===== config.mk =====
export PLATFORM = sky130hd
export DESIGN_NAME = adc_result_format_status
export DESIGN_NICKNAME = d
export VERILOG_FILES = /design/src/core/adc_fmt_pkg.sv /design/src/core/result_path_if.sv /design/src/core/adc_result_format_status.sv /design/src/core/result_bank.sv /design/src/core/result_formatter.sv
export SDC_FILE = /design/constraint.sdc
export NUM_CORES = 1
export LEC_CHECK = 0
export BUFFER_PORTS_ARGS = -buffer_cell sky130_fd_sc_hd__buf_4
export CELL_PAD_IN_SITES_DETAIL_PLACEMENT = 0
export CELL_PAD_IN_SITES_GLOBAL_PLACEMENT = 1
export CORE_MARGIN = 4
export CORE_UTILIZATION = 43
export CTS_CLUSTER_SIZE = 30
export DETAILED_ROUTE_END_ITERATION = 7
export PLACE_DENSITY = 0.76
export SLEW_MARGIN = 20
export SYNTH_ARGS = -nofsm -noshare
export SYNTH_HDL_FRONTEND = slang
export SYNTH_HIERARCHICAL = 1
export SYNTH_SLANG_ARGS = --single-unit

===== constraint.sdc =====
create_clock -name mclk_i -period 2.7 [get_ports mclk_i]
set_input_delay 0.54 -clock mclk_i [delete_from_list [all_inputs] [get_ports mclk_i]]
set_output_delay 0.54 -clock mclk_i [all_outputs]
set_load 0.03 [all_outputs]

===== src/core/adc_fmt_pkg.sv =====
// constants, field layout and types for the converter result formatting and status block
// Notes on behaviour
// - 8-bit left justified result sits on bits 15..8, signed or unsigned.
// - 10-bit left justified result sits on bits 15..6, signed or unsigned.
// - right justified is always unsigned: bits 7..0 or 9..0.
// - left justified signed is the unsigned code with its top bit inverted.
// - three-bit channel code is a plain binary index of inputs zero to seven.
// - sequence done flag (status bit 7) sets at each sequence end, also in scan.
// - sequence done clears on write one, start register write, or fast-clear result read.
// - edge trigger mode: extra trigger edge during a sequence sets trigger overrun (bit 5).
// - trigger overrun clears on write one, control two..four write, or start write.
// - result overrun (bit 4) sets when a result is written while its done flag is set.
// - result overrun clears on write one or any new sequence start.
// - status bits 2..0 hold the read-only conversion counter; status writes do not touch it.
// - non-FIFO mode: counter returns to zero at sequence start and end.
// - FIFO mode keeps the counter across trigger-started sequences; it always wraps seven to zero.
// - any write to control two..five clears the counter, even in FIFO mode.
// - test register reads undefined data; writable only in special mode.
// - signed results are two's complement and never right justified.
// - multi-channel mode advances the channel code per conversion, wrapping.
package adc_fmt_pkg;
   localparam int ADDR_W = 5;
   localparam int DATA_W = 8;
   localparam int RAW_W = 10;
   localparam int RES_W = 16;
   localparam int IDX_W = 3;
   localparam int NUM_RES = 8;
   localparam logic [ADDR_W-1:0] OFS_CTRL_TWO = 5'h02;
   localparam logic [ADDR_W-1:0] OFS_CTRL_THREE = 5'h03;
   localparam logic [ADDR_W-1:0] OFS_CTRL_FOUR = 5'h04;
   localparam logic [ADDR_W-1:0] OFS_SEQ_START = 5'h05;
   localparam logic [ADDR_W-1:0] OFS_STATUS_ZERO = 5'h06;
   localparam logic [ADDR_W-1:0] OFS_TEST_ZERO = 5'h08;
   localparam logic [ADDR_W-1:0] OFS_DONE_FLAGS = 5'h0B;
   localparam logic [ADDR_W-1:0] OFS_IRQ_STATUS = 5'h0C;
   localparam logic [ADDR_W-1:0] OFS_IRQ_MASK = 5'h0D;
   localparam logic [ADDR_W-1:0] OFS_RESULT_BASE = 5'h10;
   localparam logic [ADDR_W-1:0] RESULT_MASK = 5'h10;
   localparam logic [DATA_W-1:0] RST_BYTE = 8'h00;
   localparam logic [IDX_W-1:0] IDX_ZERO = 3'h0;
   // control two
   localparam int B_FAST_CLR = 6;
   localparam int B_TRIG_LEVEL = 3;
   localparam int B_TRIG_EN = 2;
   // control three
   localparam int B_LEN_MSB = 5;
   localparam int B_LEN_LSB = 3;
   localparam int B_FIFO = 2;
   // control four
   localparam int B_RES8 = 7;
   // sequence start
   localparam int B_RJUST = 7;
   localparam int B_SIGNED = 6;
   localparam int B_SCAN = 5;
   localparam int B_MULTI_CHANNEL_SEL = 4;
   // status zero
   localparam int B_SCF = 7;
   localparam int B_TRIGGER_OVERRUN_FLAG = 5;
   localparam int B_RESULT_OVERRUN_FLAG = 4;
   // interrupt status and mask
   localparam int B_IRQ_SEQ = 0;
   localparam int B_IRQ_TRIG = 1;
   localparam int B_IRQ_OVR = 2;

   typedef enum logic [1:0] {
      ST_IDLE = 2'b01,
      ST_RUN = 2'b10
   } seq_state_t;

   function automatic logic [IDX_W-1:0] next_idx(input logic [IDX_W-1:0] v);
      return v + 3'h1;
   endfunction

   function automatic logic is_result(input logic [ADDR_W-1:0] a);
      return (a & RESULT_MASK) == OFS_RESULT_BASE;
   endfunction
endpackage


===== src/core/result_path_if.sv =====
// signals between the sequencer, the result formatter and the result bank
`timescale 1ns/1ns
interface result_path_if;
   logic [9:0] raw;
   logic res8;
   logic rjust;
   logic sgn;
   logic [15:0] fmt;
   logic wr;
   logic [2:0] wr_idx;
   logic clr_all;
   logic rd_clr;
   logic [2:0] rd_idx;
   logic [15:0] rd_data;
   logic [7:0] done_flags;
   logic ovr;
   modport ctrl(output raw, res8, rjust, sgn, wr, wr_idx, clr_all, rd_clr, rd_idx,
                input fmt, rd_data, done_flags, ovr);
   modport fmt_side(input raw, res8, rjust, sgn, output fmt);
   modport bank(input fmt, wr, wr_idx, clr_all, rd_clr, rd_idx, output rd_data, done_flags, ovr);
endinterface


===== src/core/adc_result_format_status.sv =====
// converter sequencer: result formatting, status flags, conversion counter and registers
//
// Our own choice: the strobed register port.
`timescale 1ns/1ns
module adc_result_format_status
   import adc_fmt_pkg::*;
(
   input wire logic mclk_i, // module clock, 125 MHz
   input wire logic sys_rst_i, // synchronous reset, high
   input wire logic [4:0] addr_i, // register byte offset
   input wire logic [7:0] wdata_i, // write data
   input wire logic wr_i, // write strobe
   input wire logic rd_i, // read strobe
   output logic [7:0] rdata_o, // read data, cycle after rd_i
   input wire logic special_mode_i, // special operating mode
   input wire logic ext_trig_i, // external trigger level
   input wire logic conv_done_i, // core finished one conversion
   input wire logic [9:0] conv_data_i, // raw code of that conversion
   output logic conv_req_o, // sequence in progress
   output logic [2:0] channel_o, // analog input to convert
   output logic irq_o // unmasked event pending
);
   result_path_if rp ();

   result_formatter u_fmt (
      .rp(rp.fmt_side)
   );

   result_bank u_bank (
      .mclk_i(mclk_i),
      .sys_rst_i(sys_rst_i),
      .rp(rp.bank)
   );

   logic [DATA_W-1:0] ctrl2_reg, ctrl2_next;
   logic [DATA_W-1:0] ctrl3_reg, ctrl3_next;
   logic [DATA_W-1:0] ctrl4_reg, ctrl4_next;
   logic [DATA_W-1:0] ctrl5_reg, ctrl5_next;
   logic [DATA_W-1:0] test_reg, test_next;
   logic [DATA_W-1:0] mask_reg, mask_next;
   seq_state_t state_reg, state_next;
   logic [IDX_W-1:0] cc_reg, cc_next;
   logic [IDX_W-1:0] pos_reg, pos_next;
   logic [IDX_W-1:0] chan_reg, chan_next;
   logic trig_d_reg, trig_d_next;
   logic scf_reg, scf_next;
   logic trigger_overrun_flag_reg, trigger_overrun_flag_next;
   logic result_overrun_flag_reg, result_overrun_flag_next;
   logic armed_reg, armed_next;
   logic [DATA_W-1:0] irqs_reg, irqs_next;
   logic [DATA_W-1:0] rdata_reg, rdata_next;

   logic wr_ctrl5, wr_abort, wr_status, wr_irqs;
   logic res_rd, fast_clr, fifo_mode, running;
   logic trig_edge, trig_start, trig_ovr, start, conv_ok, seq_end;
   logic [IDX_W-1:0] last_pos, code;
   logic [DATA_W-1:0] status_val;

   // access decode
   always_comb begin
      wr_ctrl5 = wr_i && addr_i == OFS_SEQ_START;
      wr_abort = wr_i && (addr_i == OFS_CTRL_TWO || addr_i == OFS_CTRL_THREE
                          || addr_i == OFS_CTRL_FOUR);
      wr_status = wr_i && addr_i == OFS_STATUS_ZERO;
      wr_irqs = wr_i && addr_i == OFS_IRQ_STATUS;
      res_rd = rd_i && is_result(addr_i);
      fast_clr = ctrl2_reg[B_FAST_CLR];
      fifo_mode = ctrl3_reg[B_FIFO];
      running = state_reg == ST_RUN;
      last_pos = ctrl3_reg[B_LEN_MSB:B_LEN_LSB] - 3'h1;
      code = wr_ctrl5 ? wdata_i[IDX_W-1:0] : ctrl5_reg[IDX_W-1:0];
   end

   // trigger and sequence events
   always_comb begin
      trig_edge = ctrl2_reg[B_TRIG_EN] && !ctrl2_reg[B_TRIG_LEVEL] && ext_trig_i && !trig_d_reg;
      trig_start = ctrl2_reg[B_TRIG_EN] && !running && !wr_ctrl5 && !wr_abort
                   && (ctrl2_reg[B_TRIG_LEVEL] ? ext_trig_i : trig_edge);
      trig_ovr = trig_edge && running;
      start = wr_ctrl5 || trig_start;
      // a conversion finishing under an abort or restart is dropped
      conv_ok = running && conv_done_i && !wr_abort && !wr_ctrl5;
      seq_end = conv_ok && pos_reg == last_pos;
   end

   // control and mask registers
   always_comb begin
      ctrl2_next = ctrl2_reg;
      ctrl3_next = ctrl3_reg;
      ctrl4_next = ctrl4_reg;
      ctrl5_next = ctrl5_reg;
      test_next = test_reg;
      mask_next = mask_reg;
      if (wr_i) begin
         case (addr_i)
            OFS_CTRL_TWO: ctrl2_next = wdata_i;
            OFS_CTRL_THREE: ctrl3_next = wdata_i;
            OFS_CTRL_FOUR: ctrl4_next = wdata_i;
            OFS_SEQ_START: ctrl5_next = wdata_i;
            OFS_IRQ_MASK: mask_next = wdata_i;
            OFS_TEST_ZERO: begin
               if (special_mode_i) begin
                  test_next = wdata_i;
               end
            end
            default: ;
         endcase
      end
   end

   always_ff @(posedge mclk_i) begin
      if (sys_rst_i) begin
         ctrl2_reg <= RST_BYTE;
         ctrl3_reg <= RST_BYTE;
         ctrl4_reg <= RST_BYTE;
         ctrl5_reg <= RST_BYTE;
         test_reg <= RST_BYTE;
         mask_reg <= RST_BYTE;
      end else begin
         ctrl2_reg <= ctrl2_next;
         ctrl3_reg <= ctrl3_next;
         ctrl4_reg <= ctrl4_next;
         ctrl5_reg <= ctrl5_next;
         test_reg <= test_next;
         mask_reg <= mask_next;
      end
   end

   // sequencer: state, conversion counter, position and channel
   always_comb begin
      state_next = state_reg;
      cc_next = cc_reg;
      pos_next = pos_reg;
      chan_next = chan_reg;
      trig_d_next = ext_trig_i;
      if (wr_abort) begin
         state_next = ST_IDLE;
         cc_next = IDX_ZERO;
         pos_next = IDX_ZERO;
      end else if (start) begin
         state_next = ST_RUN;
         pos_next = IDX_ZERO;
         chan_next = code;
         // a trigger start in FIFO mode keeps the counter running on
         if (wr_ctrl5 || !fifo_mode) begin
            cc_next = IDX_ZERO;
         end
      end else if (conv_ok) begin
         cc_next = next_idx(cc_reg);
         pos_next = next_idx(pos_reg);
         if (ctrl5_reg[B_MULTI_CHANNEL_SEL]) begin
            chan_next = next_idx(chan_reg);
         end
         if (seq_end) begin
            pos_next = IDX_ZERO;
            chan_next = code;
            if (!fifo_mode) begin
               cc_next = IDX_ZERO;
            end
            if (!ctrl5_reg[B_SCAN]) begin
               state_next = ST_IDLE;
            end
         end
      end
   end

   always_ff @(posedge mclk_i) begin
      if (sys_rst_i) begin
         state_reg <= ST_IDLE;
         cc_reg <= IDX_ZERO;
         pos_reg <= IDX_ZERO;
         chan_reg <= IDX_ZERO;
         trig_d_reg <= 1'b0;
      end else begin
         state_reg <= state_next;
         cc_reg <= cc_next;
         pos_reg <= pos_next;
         chan_reg <= chan_next;
         trig_d_reg <= trig_d_next;
      end
   end

   // result path wiring
   always_comb begin
      rp.raw = conv_data_i;
      rp.res8 = ctrl4_reg[B_RES8];
      rp.rjust = ctrl5_reg[B_RJUST];
      rp.sgn = ctrl5_reg[B_SIGNED];
      rp.wr = conv_ok;
      rp.wr_idx = cc_reg;
      rp.clr_all = wr_ctrl5;
      rp.rd_idx = addr_i[IDX_W:1];
      // without fast clear a done-flags read must come first
      rp.rd_clr = res_rd && (fast_clr || armed_reg);
   end

   // status flags; every set wins over a clear in the same cycle
   always_comb begin
      scf_next = seq_end
                 || (scf_reg && !((wr_status && wdata_i[B_SCF]) || wr_ctrl5
                                  || (fast_clr && res_rd)));
      trigger_overrun_flag_next = trig_ovr
                   || (trigger_overrun_flag_reg && !((wr_status && wdata_i[B_TRIGGER_OVERRUN_FLAG]) || wr_abort
                                      || wr_ctrl5));
      result_overrun_flag_next = rp.ovr
                   || (result_overrun_flag_reg && !((wr_status && wdata_i[B_RESULT_OVERRUN_FLAG]) || start));
      armed_next = (rd_i && addr_i == OFS_DONE_FLAGS) || (armed_reg && !res_rd);
      irqs_next = irqs_reg;
      if (wr_irqs) begin
         irqs_next = irqs_reg & ~wdata_i;
      end
      irqs_next[B_IRQ_SEQ] = irqs_next[B_IRQ_SEQ] | seq_end;
      irqs_next[B_IRQ_TRIG] = irqs_next[B_IRQ_TRIG] | trig_ovr;
      irqs_next[B_IRQ_OVR] = irqs_next[B_IRQ_OVR] | rp.ovr;
   end

   always_ff @(posedge mclk_i) begin
      if (sys_rst_i) begin
         scf_reg <= 1'b0;
         trigger_overrun_flag_reg <= 1'b0;
         result_overrun_flag_reg <= 1'b0;
         armed_reg <= 1'b0;
         irqs_reg <= RST_BYTE;
      end else begin
         scf_reg <= scf_next;
         trigger_overrun_flag_reg <= trigger_overrun_flag_next;
         result_overrun_flag_reg <= result_overrun_flag_next;
         armed_reg <= armed_next;
         irqs_reg <= irqs_next;
      end
   end

   // read data, held only in the cycle after the strobe
   always_comb begin
      status_val = RST_BYTE;
      status_val[B_SCF] = scf_reg;
      status_val[B_TRIGGER_OVERRUN_FLAG] = trigger_overrun_flag_reg;
      status_val[B_RESULT_OVERRUN_FLAG] = result_overrun_flag_reg;
      status_val[IDX_W-1:0] = cc_reg;
      rdata_next = RST_BYTE;
      if (rd_i) begin
         if (is_result(addr_i)) begin
            rdata_next = addr_i[0] ? rp.rd_data[DATA_W-1:0] : rp.rd_data[RES_W-1:DATA_W];
         end else begin
            case (addr_i)
               OFS_CTRL_TWO: rdata_next = ctrl2_reg;
               OFS_CTRL_THREE: rdata_next = ctrl3_reg;
               OFS_CTRL_FOUR: rdata_next = ctrl4_reg;
               OFS_SEQ_START: rdata_next = ctrl5_reg;
               OFS_STATUS_ZERO: rdata_next = status_val;
               // contents carry no meaning to software
               OFS_TEST_ZERO: rdata_next = test_reg;
               OFS_DONE_FLAGS: rdata_next = rp.done_flags;
               OFS_IRQ_STATUS: rdata_next = irqs_reg;
               OFS_IRQ_MASK: rdata_next = mask_reg;
               default: rdata_next = RST_BYTE;
            endcase
         end
      end
   end

   always_ff @(posedge mclk_i) begin
      if (sys_rst_i) begin
         rdata_reg <= RST_BYTE;
      end else begin
         rdata_reg <= rdata_next;
      end
   end

   assign rdata_o = rdata_reg;
   assign conv_req_o = running;
   assign channel_o = chan_reg;
   assign irq_o = |(irqs_reg & mask_reg);
endmodule


===== src/core/result_bank.sv =====
// eight result registers with their conversion done flags and overrun detect
`timescale 1ns/1ns
module result_bank
   import adc_fmt_pkg::*;
(
   input wire logic mclk_i, // module clock
   input wire logic sys_rst_i, // synchronous reset, high
   result_path_if.bank rp // write, clear and read side
);
   logic [RES_W-1:0] data_reg [NUM_RES];
   logic [RES_W-1:0] data_next [NUM_RES];
   logic [NUM_RES-1:0] ccf_reg, ccf_next;
   logic ovr_reg, ovr_next;

   always_comb begin
      data_next = data_reg;
      ccf_next = ccf_reg;
      ovr_next = 1'b0;
      if (rp.clr_all) begin
         ccf_next = '0;
      end
      if (rp.rd_clr) begin
         ccf_next[rp.rd_idx] = 1'b0;
      end
      // a new result wins over a clear of its own flag in the same cycle
      if (rp.wr) begin
         data_next[rp.wr_idx] = rp.fmt;
         ccf_next[rp.wr_idx] = 1'b1;
         ovr_next = ccf_reg[rp.wr_idx];
      end
   end

   always_ff @(posedge mclk_i) begin
      if (sys_rst_i) begin
         for (int i = 0; i < NUM_RES; i++) begin
            data_reg[i] <= '0;
         end
         ccf_reg <= '0;
         ovr_reg <= 1'b0;
      end else begin
         data_reg <= data_next;
         ccf_reg <= ccf_next;
         ovr_reg <= ovr_next;
      end
   end

   assign rp.rd_data = data_reg[rp.rd_idx];
   assign rp.done_flags = ccf_reg;
   assign rp.ovr = ovr_reg;
endmodule


===== src/core/result_formatter.sv =====
// maps a raw conversion code onto the 16-bit result bus layout
`timescale 1ns/1ns
module result_formatter
   import adc_fmt_pkg::*;
(
   result_path_if.fmt_side rp // raw code in, formatted word out
);
   logic [DATA_W-1:0] r8;
   logic [RES_W-1:0] v;
   always_comb begin
      // eight-bit results are the top bits of the raw code
      r8 = rp.raw[RAW_W-1 -: DATA_W];
      if (rp.rjust) begin
         // sign select is ignored here: two's complement needs the top bus bit
         v = rp.res8 ? {8'h00, r8} : {6'h00, rp.raw};
      end else begin
         v = rp.res8 ? {r8, 8'h00} : {rp.raw, 6'h00};
         if (rp.sgn) begin
            v[RES_W-1] = ~v[RES_W-1];
         end
      end
      rp.fmt = v;
   end
endmodule


* Yosys cells after proc, flatten, opt, wreduce, memory -nomap -nowiden
Index checks and enable logic that the tools add are counted.
Widths: inputs -> output; s select.
** Word-level totals
- Bits in registers :: 217
- Logic and storage cells :: 177
** Operators by class
- $add $sub $neg :: 4
- $lt $le $gt $ge :: 7
- Equal/unequal tests :: 13
- Muxes and demuxes :: 39
- Bitwise logic cells :: 15
- Reduce and logical (&&, ||, !) cells :: 71
** Operator list (count)
- $bwmux 128 :: 1
- $pmux 8 s9 :: 1
- $mux 16 :: 4
- $bmux 16 s3 :: 1
- $demux 16 s3 :: 1
- $mux 8 :: 6
- $mux 3 :: 12
- $logic_and 1x1->1 :: 30
- $and 8x8->8 :: 3
- $eq 5x4->1 const B :: 4
- $not 8->8 :: 2
- $eq 5x3->1 const B :: 3
- $logic_or 1x1->1 :: 14
- $reduce_and 2->1 :: 6
- $eq 5x2->1 const B :: 2
- $logic_not 1->1 :: 10
- $mux 10 :: 1
- $add 3x1->3 const B :: 3
- $reduce_and 3->1 :: 3
- $ge 4x4->1 const B :: 2
- $lt 3x4->1 const B :: 2
- $mux 2 :: 4
- $not 3->4 :: 2
- $or 8x8->8 :: 1
- 16 further kinds :: 31

* Logic depth before layout (Yosys ltp)
Gate-level depths: netlist of the first run.
- Depth after elaboration :: 12
- Gate-level depth with buffers :: 13
- Mapped depth without buffers :: 8

* By module
The synthesis of the first run kept the hierarchy.
** Modules (own cells, without submodules)
- result_bank :: instances 1, cells each 716, area an instance 6018.3 um^2
- adc_result_format_status :: instances 1, cells each 420, area an instance 3761.1 um^2
- result_formatter :: instances 1, cells each 33, area an instance 246.5 um^2

* Worst setup path before layout of the first run
No wires, ideal clock.
- Path type :: input -> register
- Start point :: in addr_i[1]
- End point :: reg u_bank/data_reg[118] (netlist bit)
- Setup time :: 0.132 ns
- Arrival :: 2.464 ns
- Required time :: 2.568 ns
- Path slack :: 0.104 ns
- Stages on the path :: 11
- Cells stage by stage :: buf_2 > nor3b_1 > o21ai_2 > nand4_1 > inv_1 > buf_4 > or4b_4 > buf_6 > buf_6 > nand2_1 > a21oi_1
** Between the ends
- Longest elaborated chain between the ends :: 7
** Ends and longest elaborated chain
- start, declared :: line adc_result_format_status.sv:10 : input wire logic [4:0] addr_i,
- $eq 5x2->1 :: line adc_result_format_status.sv:62 : wr_abort = wr_i && (addr_i == OFS_CTRL_TWO || addr_i == OFS_CTRL_THREE
- $logic_or 1x1->1 :: line adc_result_format_status.sv:62
- $logic_or 1x1->1 :: line adc_result_format_status.sv:63 : || addr_i == OFS_CTRL_FOUR);
- $logic_and 1x1->1 :: line adc_result_format_status.sv:62
- $logic_not 1->1 :: line adc_result_format_status.sv:82 : conv_ok = running && conv_done_i && !wr_abort && !wr_ctrl5;
- $logic_and 1x1->1 :: line adc_result_format_status.sv:82
- $logic_and 1x1->1 * :: line adc_result_format_status.sv:82
- via conv_ok :: line adc_result_format_status.sv:55 : logic trig_edge, trig_start, trig_ovr, start, conv_ok, seq_end;
- end signal, assigned :: line result_bank.sv:41 : data_reg <= data_next;
- end, declared :: line result_bank.sv:10 : logic [RES_W-1:0] data_reg [NUM_RES];
Mark *: on every way through the listed nets, which the timed path passes. The rest lies on a longest branch.
A chain may end at the register's enable or synchronous reset.

* Worst setup path after layout of the first run
- Start point :: reg ctrl3_reg[3]
- End point :: reg chan_reg[0] (netlist: channel_o[0])
** Between the ends
- Longest elaborated chain between the ends :: 6
** Ends and longest elaborated chain
- start, declared :: line adc_result_format_status.sv:36 : logic [DATA_W-1:0] ctrl3_reg, ctrl3_next;
- start signal, assigned :: line adc_result_format_status.sv:121 : ctrl3_reg <= ctrl3_next;
- $sub 3x1->3 * :: line adc_result_format_status.sv:70 : last_pos = ctrl3_reg[B_LEN_MSB:B_LEN_LSB] - 3'h1;
- $eq 3x3->1 * :: line adc_result_format_status.sv:83 : seq_end = conv_ok && pos_reg == last_pos;
- $logic_and 1x1->1 * :: line adc_result_format_status.sv:83
- $mux 3 :: line adc_result_format_status.sv:154 : if (seq_end) begin
- $mux 3 :: line adc_result_format_status.sv:148 : end else if (conv_ok) begin
- $mux 3 :: line adc_result_format_status.sv:140 : end else if (start) begin
- end signal, assigned :: line adc_result_format_status.sv:178 : chan_reg <= chan_next;
- end, declared :: line adc_result_format_status.sv:44 : logic [IDX_W-1:0] chan_reg, chan_next;
Mark *: on every way between the ends. The rest lies on a longest branch, timed or not. The select of a mux whose other input is x is not followed.

==> impl_metrics.json, run 1 <==
{
  "drtIter0Drc": 744,
  "antenna_found_initial": 0,
  "worst_ep_required_time_ns": 3.10,
  "path_clk_slew_ns": 0.06,
  "tritoncts": "done",
  "cts_inserted_buffers": 24,
  "status": "completed",
  "finalMaxSlewViolations": 0,
  "post_cts_resized": 0,
  "slowest_stage": "dfxtp_1",
  "synth_edf_count": 0,
  "timing.hold.ws_ns": 0.272,
  "core_area_um2": 22800,
  "row_count": 55,
  "fin_cells": 1524,
  "synth_cells": 1169,
  "syn2layout_area_growth_pct": 14.5,
  "start_util_pct": 44.0,
  "die_h_um": 161,
  "cp-end-kind": "flop",
  "crit_family": "simple AND/OR/NAND/NOR gates",
  "place_inst": 1482,
  "place_congestion": 0.872,
  "io_pins": 43,
  "synth.distinct_cells": 65,
  "path_class": "reg2reg",
  "setup_tns_ns": 0,
  "synth_area_um2": 10000,
  "hold_path.class": "in2reg",
  "finalSetupViolCount": 0,
  "seq_area_frac_synth_pct": 43.3,
  "async_flop_share_pct": 0,
  "hpwl_mm": 19.7,
  "wl_per_cell_um": 19.7,
  "drive_gt1_share_pct": 17.2,
  "r2r_slack_ns": 0.41,
  "timing.rr.start": "ctrl3_reg[3]",
  "finalHoldViolations": 0,
  "avgViaCountPerCell": 5.63,
  "first_global_vias": 8246,
  "final_cell_mix": "nand2_1 (359), dfxtp_1 (217), a21oi_1 (171), buf_4 (96), nor2_1 (47)",
  "fin_crit_ns": 2.29,
  "fin_area_um2": 11500,
  "cts.sinks": 217,
  "rsz0062_at_grt": "false",
  "gr-total-overflow": 0,
  "grt.total_usage_pct": 22.9,
  "postCtsSetupRepairBufs": 0,
  "synth_ff_type": "dfxtp_1",
  "antenna_cells": 0,
  "max_stage_delay_ns": 0.38,
  "fill_cells": 2219,
  "grt_max_degree": 100,
  "fin_util_pct": 50.4,
  "slew_headroom_pct": 29.9,
  "drt_first_pass_iters": 6,
  "whs_path_depth": 2,
  "clk_latency_ns": 0.52,
  "largest_register_ffs": 128,
  "vias": 8584,
  "path_depth": 8,
  "cts_buffer_depth": 3,
  "nNetsFinal": 1229,
  "crit_buf_inv": 1,
  "place_ws_ns": 0.0762,
  "rr_worst_depth": 8,
  "cp_max_fo": 8,
  "totalWireLength_mm": 30.0,
  "arrival_ns": 2.69,
  "p_per_area_nw_per_um2": 593,
  "dpl_cell_area_um2": 10700,
  "cts-htree-levels": 1,
  "ys_ff_latch": 217,
  "cts_hold_buffers": 0,
  "cap_violations": 0,
  "peakVddDrop_uv": 370,
  "drc": 0,
  "tightestPinTransition_ns": 1.05,
  "antenna_left": 0,
  "p_leak_nw": 4.05,
  "power_mw": 6.81,
  "syn_nets": 1203,
  "grt_pass1_wl_mm": 47.5,
  "min_period_over_period_pct": 84.8,
  "syn_area_per_cell_um2": 8.58,
  "dieArea_um2": 25800,
  "max_freq_ghz": 0.437,
  "start_kind": "flop",
  "fin_skew_ns": 0.00902,
  "cts-root-buf": "clkbuf_16",
  "final_common_cell": "nand2_1",
  "r2r_end": "channel_o[0]",
  "dieWidth_um": 161,
  "ys_warn_count": 6,
  "whs_endpoint": "irqs_reg[3]",
  "timing.final.ws_setup_ns": 0.410,
  "portBuffers": 42,
  "crit_chain": "inv_1, ha_1, xnor2_1, nor3_2, nand4b_2, nand2_2, nor3_1, a221o_1",
  "hold_start": "wdata_i[3]"
}
## synthesized netlist by cell type, types with 13 or more instances
library cell | count | share of area [%]
a22oi_1 | 13 | 0.97
nand2_1 | 359 | 13
dfxtp_1 | 217 | 43
mux2_2 | 17 | 1.9
clkbuf_1 | 47 | 1.8
mux2i_1 | 41 | 4.1
nor2_1 | 47 | 1.8
buf_4 | 18 | 1.3
mux4_2 | 33 | 7.4
a21oi_1 | 171 | 8.5
nand3_1 | 21 | 1.0
buf_2 | 27 | 1.3
## kinds of logic after synthesis
family                     synth area share (%)
and+or+nand+nor                            21.7
muxes                                      13.4
buffers and inverters                      5.89
AOI/OAI and AO/OA                          14.7
xor gates and xnor gates                  0.499
DFF                                        43.3
adders and majority gates                 0.499
## layer usage
layer / global-route usage, % / wire length (µm)
met4: 7.99 / 1030
met1: 31.8 / 13400
met5: 0 / 0
met3: 3.57 / 1820
met2: 36.3 / 13700
## layout make-up
class | count | area [µm²] | area share, %
Multi-Input combinational cell | 839 | 5110 | 44.5
Sequential cell | 217 | 4340 | 37.9
Timing Repair Buffer | 101 | 807 | 7.03
Clock buffer | 35 | 693 | 6.04
Tap cell | 313 | 392 | 3.41
Clock inverter | 7 | 85.1 | 0.741
Inverter | 12 | 50.0 | 0.436
## how the worst max path moves through the flow
stage	from	end	slack, ns
detailed placement	addr_i[1]	rdata_o[6]	0.08
finish	ctrl3_reg[3]	channel_o[0]	0.41
global route	ctrl3_reg[3]	channel_o[0]	0.23
global placement	addr_i[2]	u_bank/data_reg[117]	0.05
CTS	ctrl3_reg[3]	channel_o[0]	0.41
floorplan	addr_i[1]	u_bank/data_reg[118]	0.10
## report_power, final
| part | switching (mW) | total [mW] | internal (mW) |
|---|---|---|---|
| logic | 0.216 | 0.317 | 0.101 |
| registers | 0.00767 | 3.22 | 3.21 |
| clock network | 1.31 | 3.27 | 1.96 |
| total | 1.53 | 6.81 | 5.27 |
Note: power is estimated with default switching activity, not from simulation.
==> inputs of run 2 (changes only) <==
--- a/config.mk
+++ b/config.mk
@@ -9,7 +9,7 @@
 export CELL_PAD_IN_SITES_DETAIL_PLACEMENT = 0
 export CELL_PAD_IN_SITES_GLOBAL_PLACEMENT = 1
 export CORE_MARGIN = 4
-export CORE_UTILIZATION = 43
+export CORE_UTILIZATION = 45
 export CTS_CLUSTER_SIZE = 30
 export DETAILED_ROUTE_END_ITERATION = 7
 export PLACE_DENSITY = 0.76
==> constraint.sdc (replaced) <==
create_clock -name mclk_i -period 2.2 [get_ports mclk_i]
set_input_delay 0.44 -clock mclk_i [delete_from_list [all_inputs] [get_ports mclk_i]]
set_output_delay 0.44 -clock mclk_i [all_outputs]
set_load 0.03 [all_outputs]
==> impl_metrics.json, run 2 (synthesis results as in run 1) <==
{
  "core_area_um2": 21900,
  "drc": 0,
  "largest_register_ffs": 128,
  "antenna_cells": 0,
  "tightestPinTransition_ns": 0.857,
  "cts_hold_buffers": 0,
  "drive_gt1_share_pct": 20.0,
  "post_cts_resized": 0,
  "fin_util_pct": 54.7,
  "totalWireLength_mm": 30.5,
  "cts-htree-levels": 1,
  "final_cell_mix": "nand2_1 (359), dfxtp_1 (217), a21oi_1 (170), buf_4 (110), nor2_1 (47)",
  "place_congestion": 0.888,
  "start_kind": "flop",
  "power_mw": 8.52,
  "finalHoldViolations": 0,
  "drtIter0Drc": 629,
  "fin_crit_ns": 2.01,
  "start_util_pct": 45.8,
  "dpl_cell_area_um2": 11200,
  "top_usage_layer": "met2",
  "timing.final.ws_setup_ns": 0.195,
  "rsz0062_at_grt": "false",
  "met3_usage_pct": 3.71,
  "p_per_area_nw_per_um2": 712,
  "avgViaCountPerCell": 5.60,
  "vias": 8524,
  "gr-total-overflow": 0,
  "slowest_stage": "and4bb_2",
  "postCtsSetupRepairBufs": 0,
  "wl_per_cell_um": 20.0,
  "worst_ep_required_time_ns": 2.64,
  "cts-root-buf": "clkbuf_16",
  "drt_first_pass_iters": 6,
  "final_common_cell": "nand2_1",
  "arrival_ns": 2.44,
  "r2r_slack_ns": 0.19,
  "cts_buffer_depth": 3,
  "portBuffers": 42,
  "place_ws_ns": -0.177,
  "fin_area_um2": 12000,
  "max_freq_ghz": 0.499,
  "slew_headroom_pct": 42.8,
  "finalMaxSlewViolations": 0,
  "io_pins": 43,
  "cp_max_fo": 16,
  "path_class": "reg2reg",
  "max_stage_delay_ns": 0.61,
  "clk_latency_ns": 0.51,
  "tritoncts": "done",
  "nNetsFinal": 1262,
  "cp-end-kind": "flop",
  "crit_chain": "nor2b_2, nand4_1, inv_2, buf_12, and4bb_2, nand2_1, a21oi_1",
  "dieWidth_um": 157,
  "finalSetupViolCount": 0,
  "antenna_found_initial": 0,
  "grt_max_degree": 120,
  "grt.total_usage_pct": 24.5,
  "cap_violations": 0,
  "hpwl_mm": 19.9,
  "setup_tns_ns": 0,
  "hold_path.class": "in2reg",
  "gr-usage-met1_pct": 33.9,
  "first_global_vias": 7956,
  "timing.hold.ws_ns": 0.182,
  "cts_inserted_buffers": 24,
  "grt_pass1_wl_mm": 47.4,
  "grtUsageMet2_pct": 40.8,
  "p_leak_nw": 4.32,
  "peakVddDrop_uv": 564,
  "fin_skew_ns": 0.0101,
  "status": "completed",
  "place_inst": 1482,
  "dieArea_um2": 24700,
  "path_clk_slew_ns": 0.06,
  "cts.sinks": 217,
  "fill_cells": 2047,
  "syn2layout_area_growth_pct": 19.5,
  "min_period_over_period_pct": 91.1,
  "row_count": 54,
  "fin_cells": 1522,
  "die_h_um": 157,
  "antenna_left": 0
}
==> run 2: cell types whose count changed in the layout (fill, tap and decap cells not counted), moves of 2 or more <==
cell,change
inv_2,+2
buf_4,+14
clkbuf_8,+5
clkbuf_1,-5
clkinv_2,-2
inv_1,-2
buf_12,+20
==> run 2: report_power, final <==
| part | internal (mW) | switching (mW) | leakage (nW) |
|---|---|---|---|
| sequential | 3.94 | 0.00819 | 1.75 |
| combinational | 0.162 | 0.273 | 2.16 |
| clock | 2.55 | 1.59 | 0.408 |
==> run 2: metal layers <==
layer / vias up / wire [µm]
met5: - / 0
met4: 0 / 656
met3: 39 / 1980
met2: 267 / 14500
met1: 4059 / 13400
li1: 4159 / -
==> run 2: critical path: cells and delay by family, from the launching register on <==
kind / cells / cell delay, ns
AO/OA/AOI/OAI: 1 / 0.13
buffers and inverters: 2 / 0.26
AND/OR/NAND/NOR: 4 / 1.20
flip-flops: 1 / 0.34
==> run 2: final cells by class <==
cell class              count  area, µm²  share of cell area, %
repair buffers            134       1300                   10.8
well taps                 280        350                   2.92
flip-flops and latches    217       4340                   36.3
inverters                  12       50.0                  0.418
multi-input cells         839       5120                   42.7
clock inverters             5       75.1                  0.627
clock buffers              35        743                   6.20
==> run 2: path summary, 6_finish.rpt <==
check | startpoint | end | cells past startpoint
worst min-delay path | wdata_i[6] | irqs_reg[6] | 2
worst min register to register | u_bank/data_reg[122] | u_bank/data_reg[122] | 2
worst max-delay path | state_reg[1] | u_bank/data_reg[111] | 7
worst max register to register | state_reg[1] | u_bank/data_reg[111] | 7
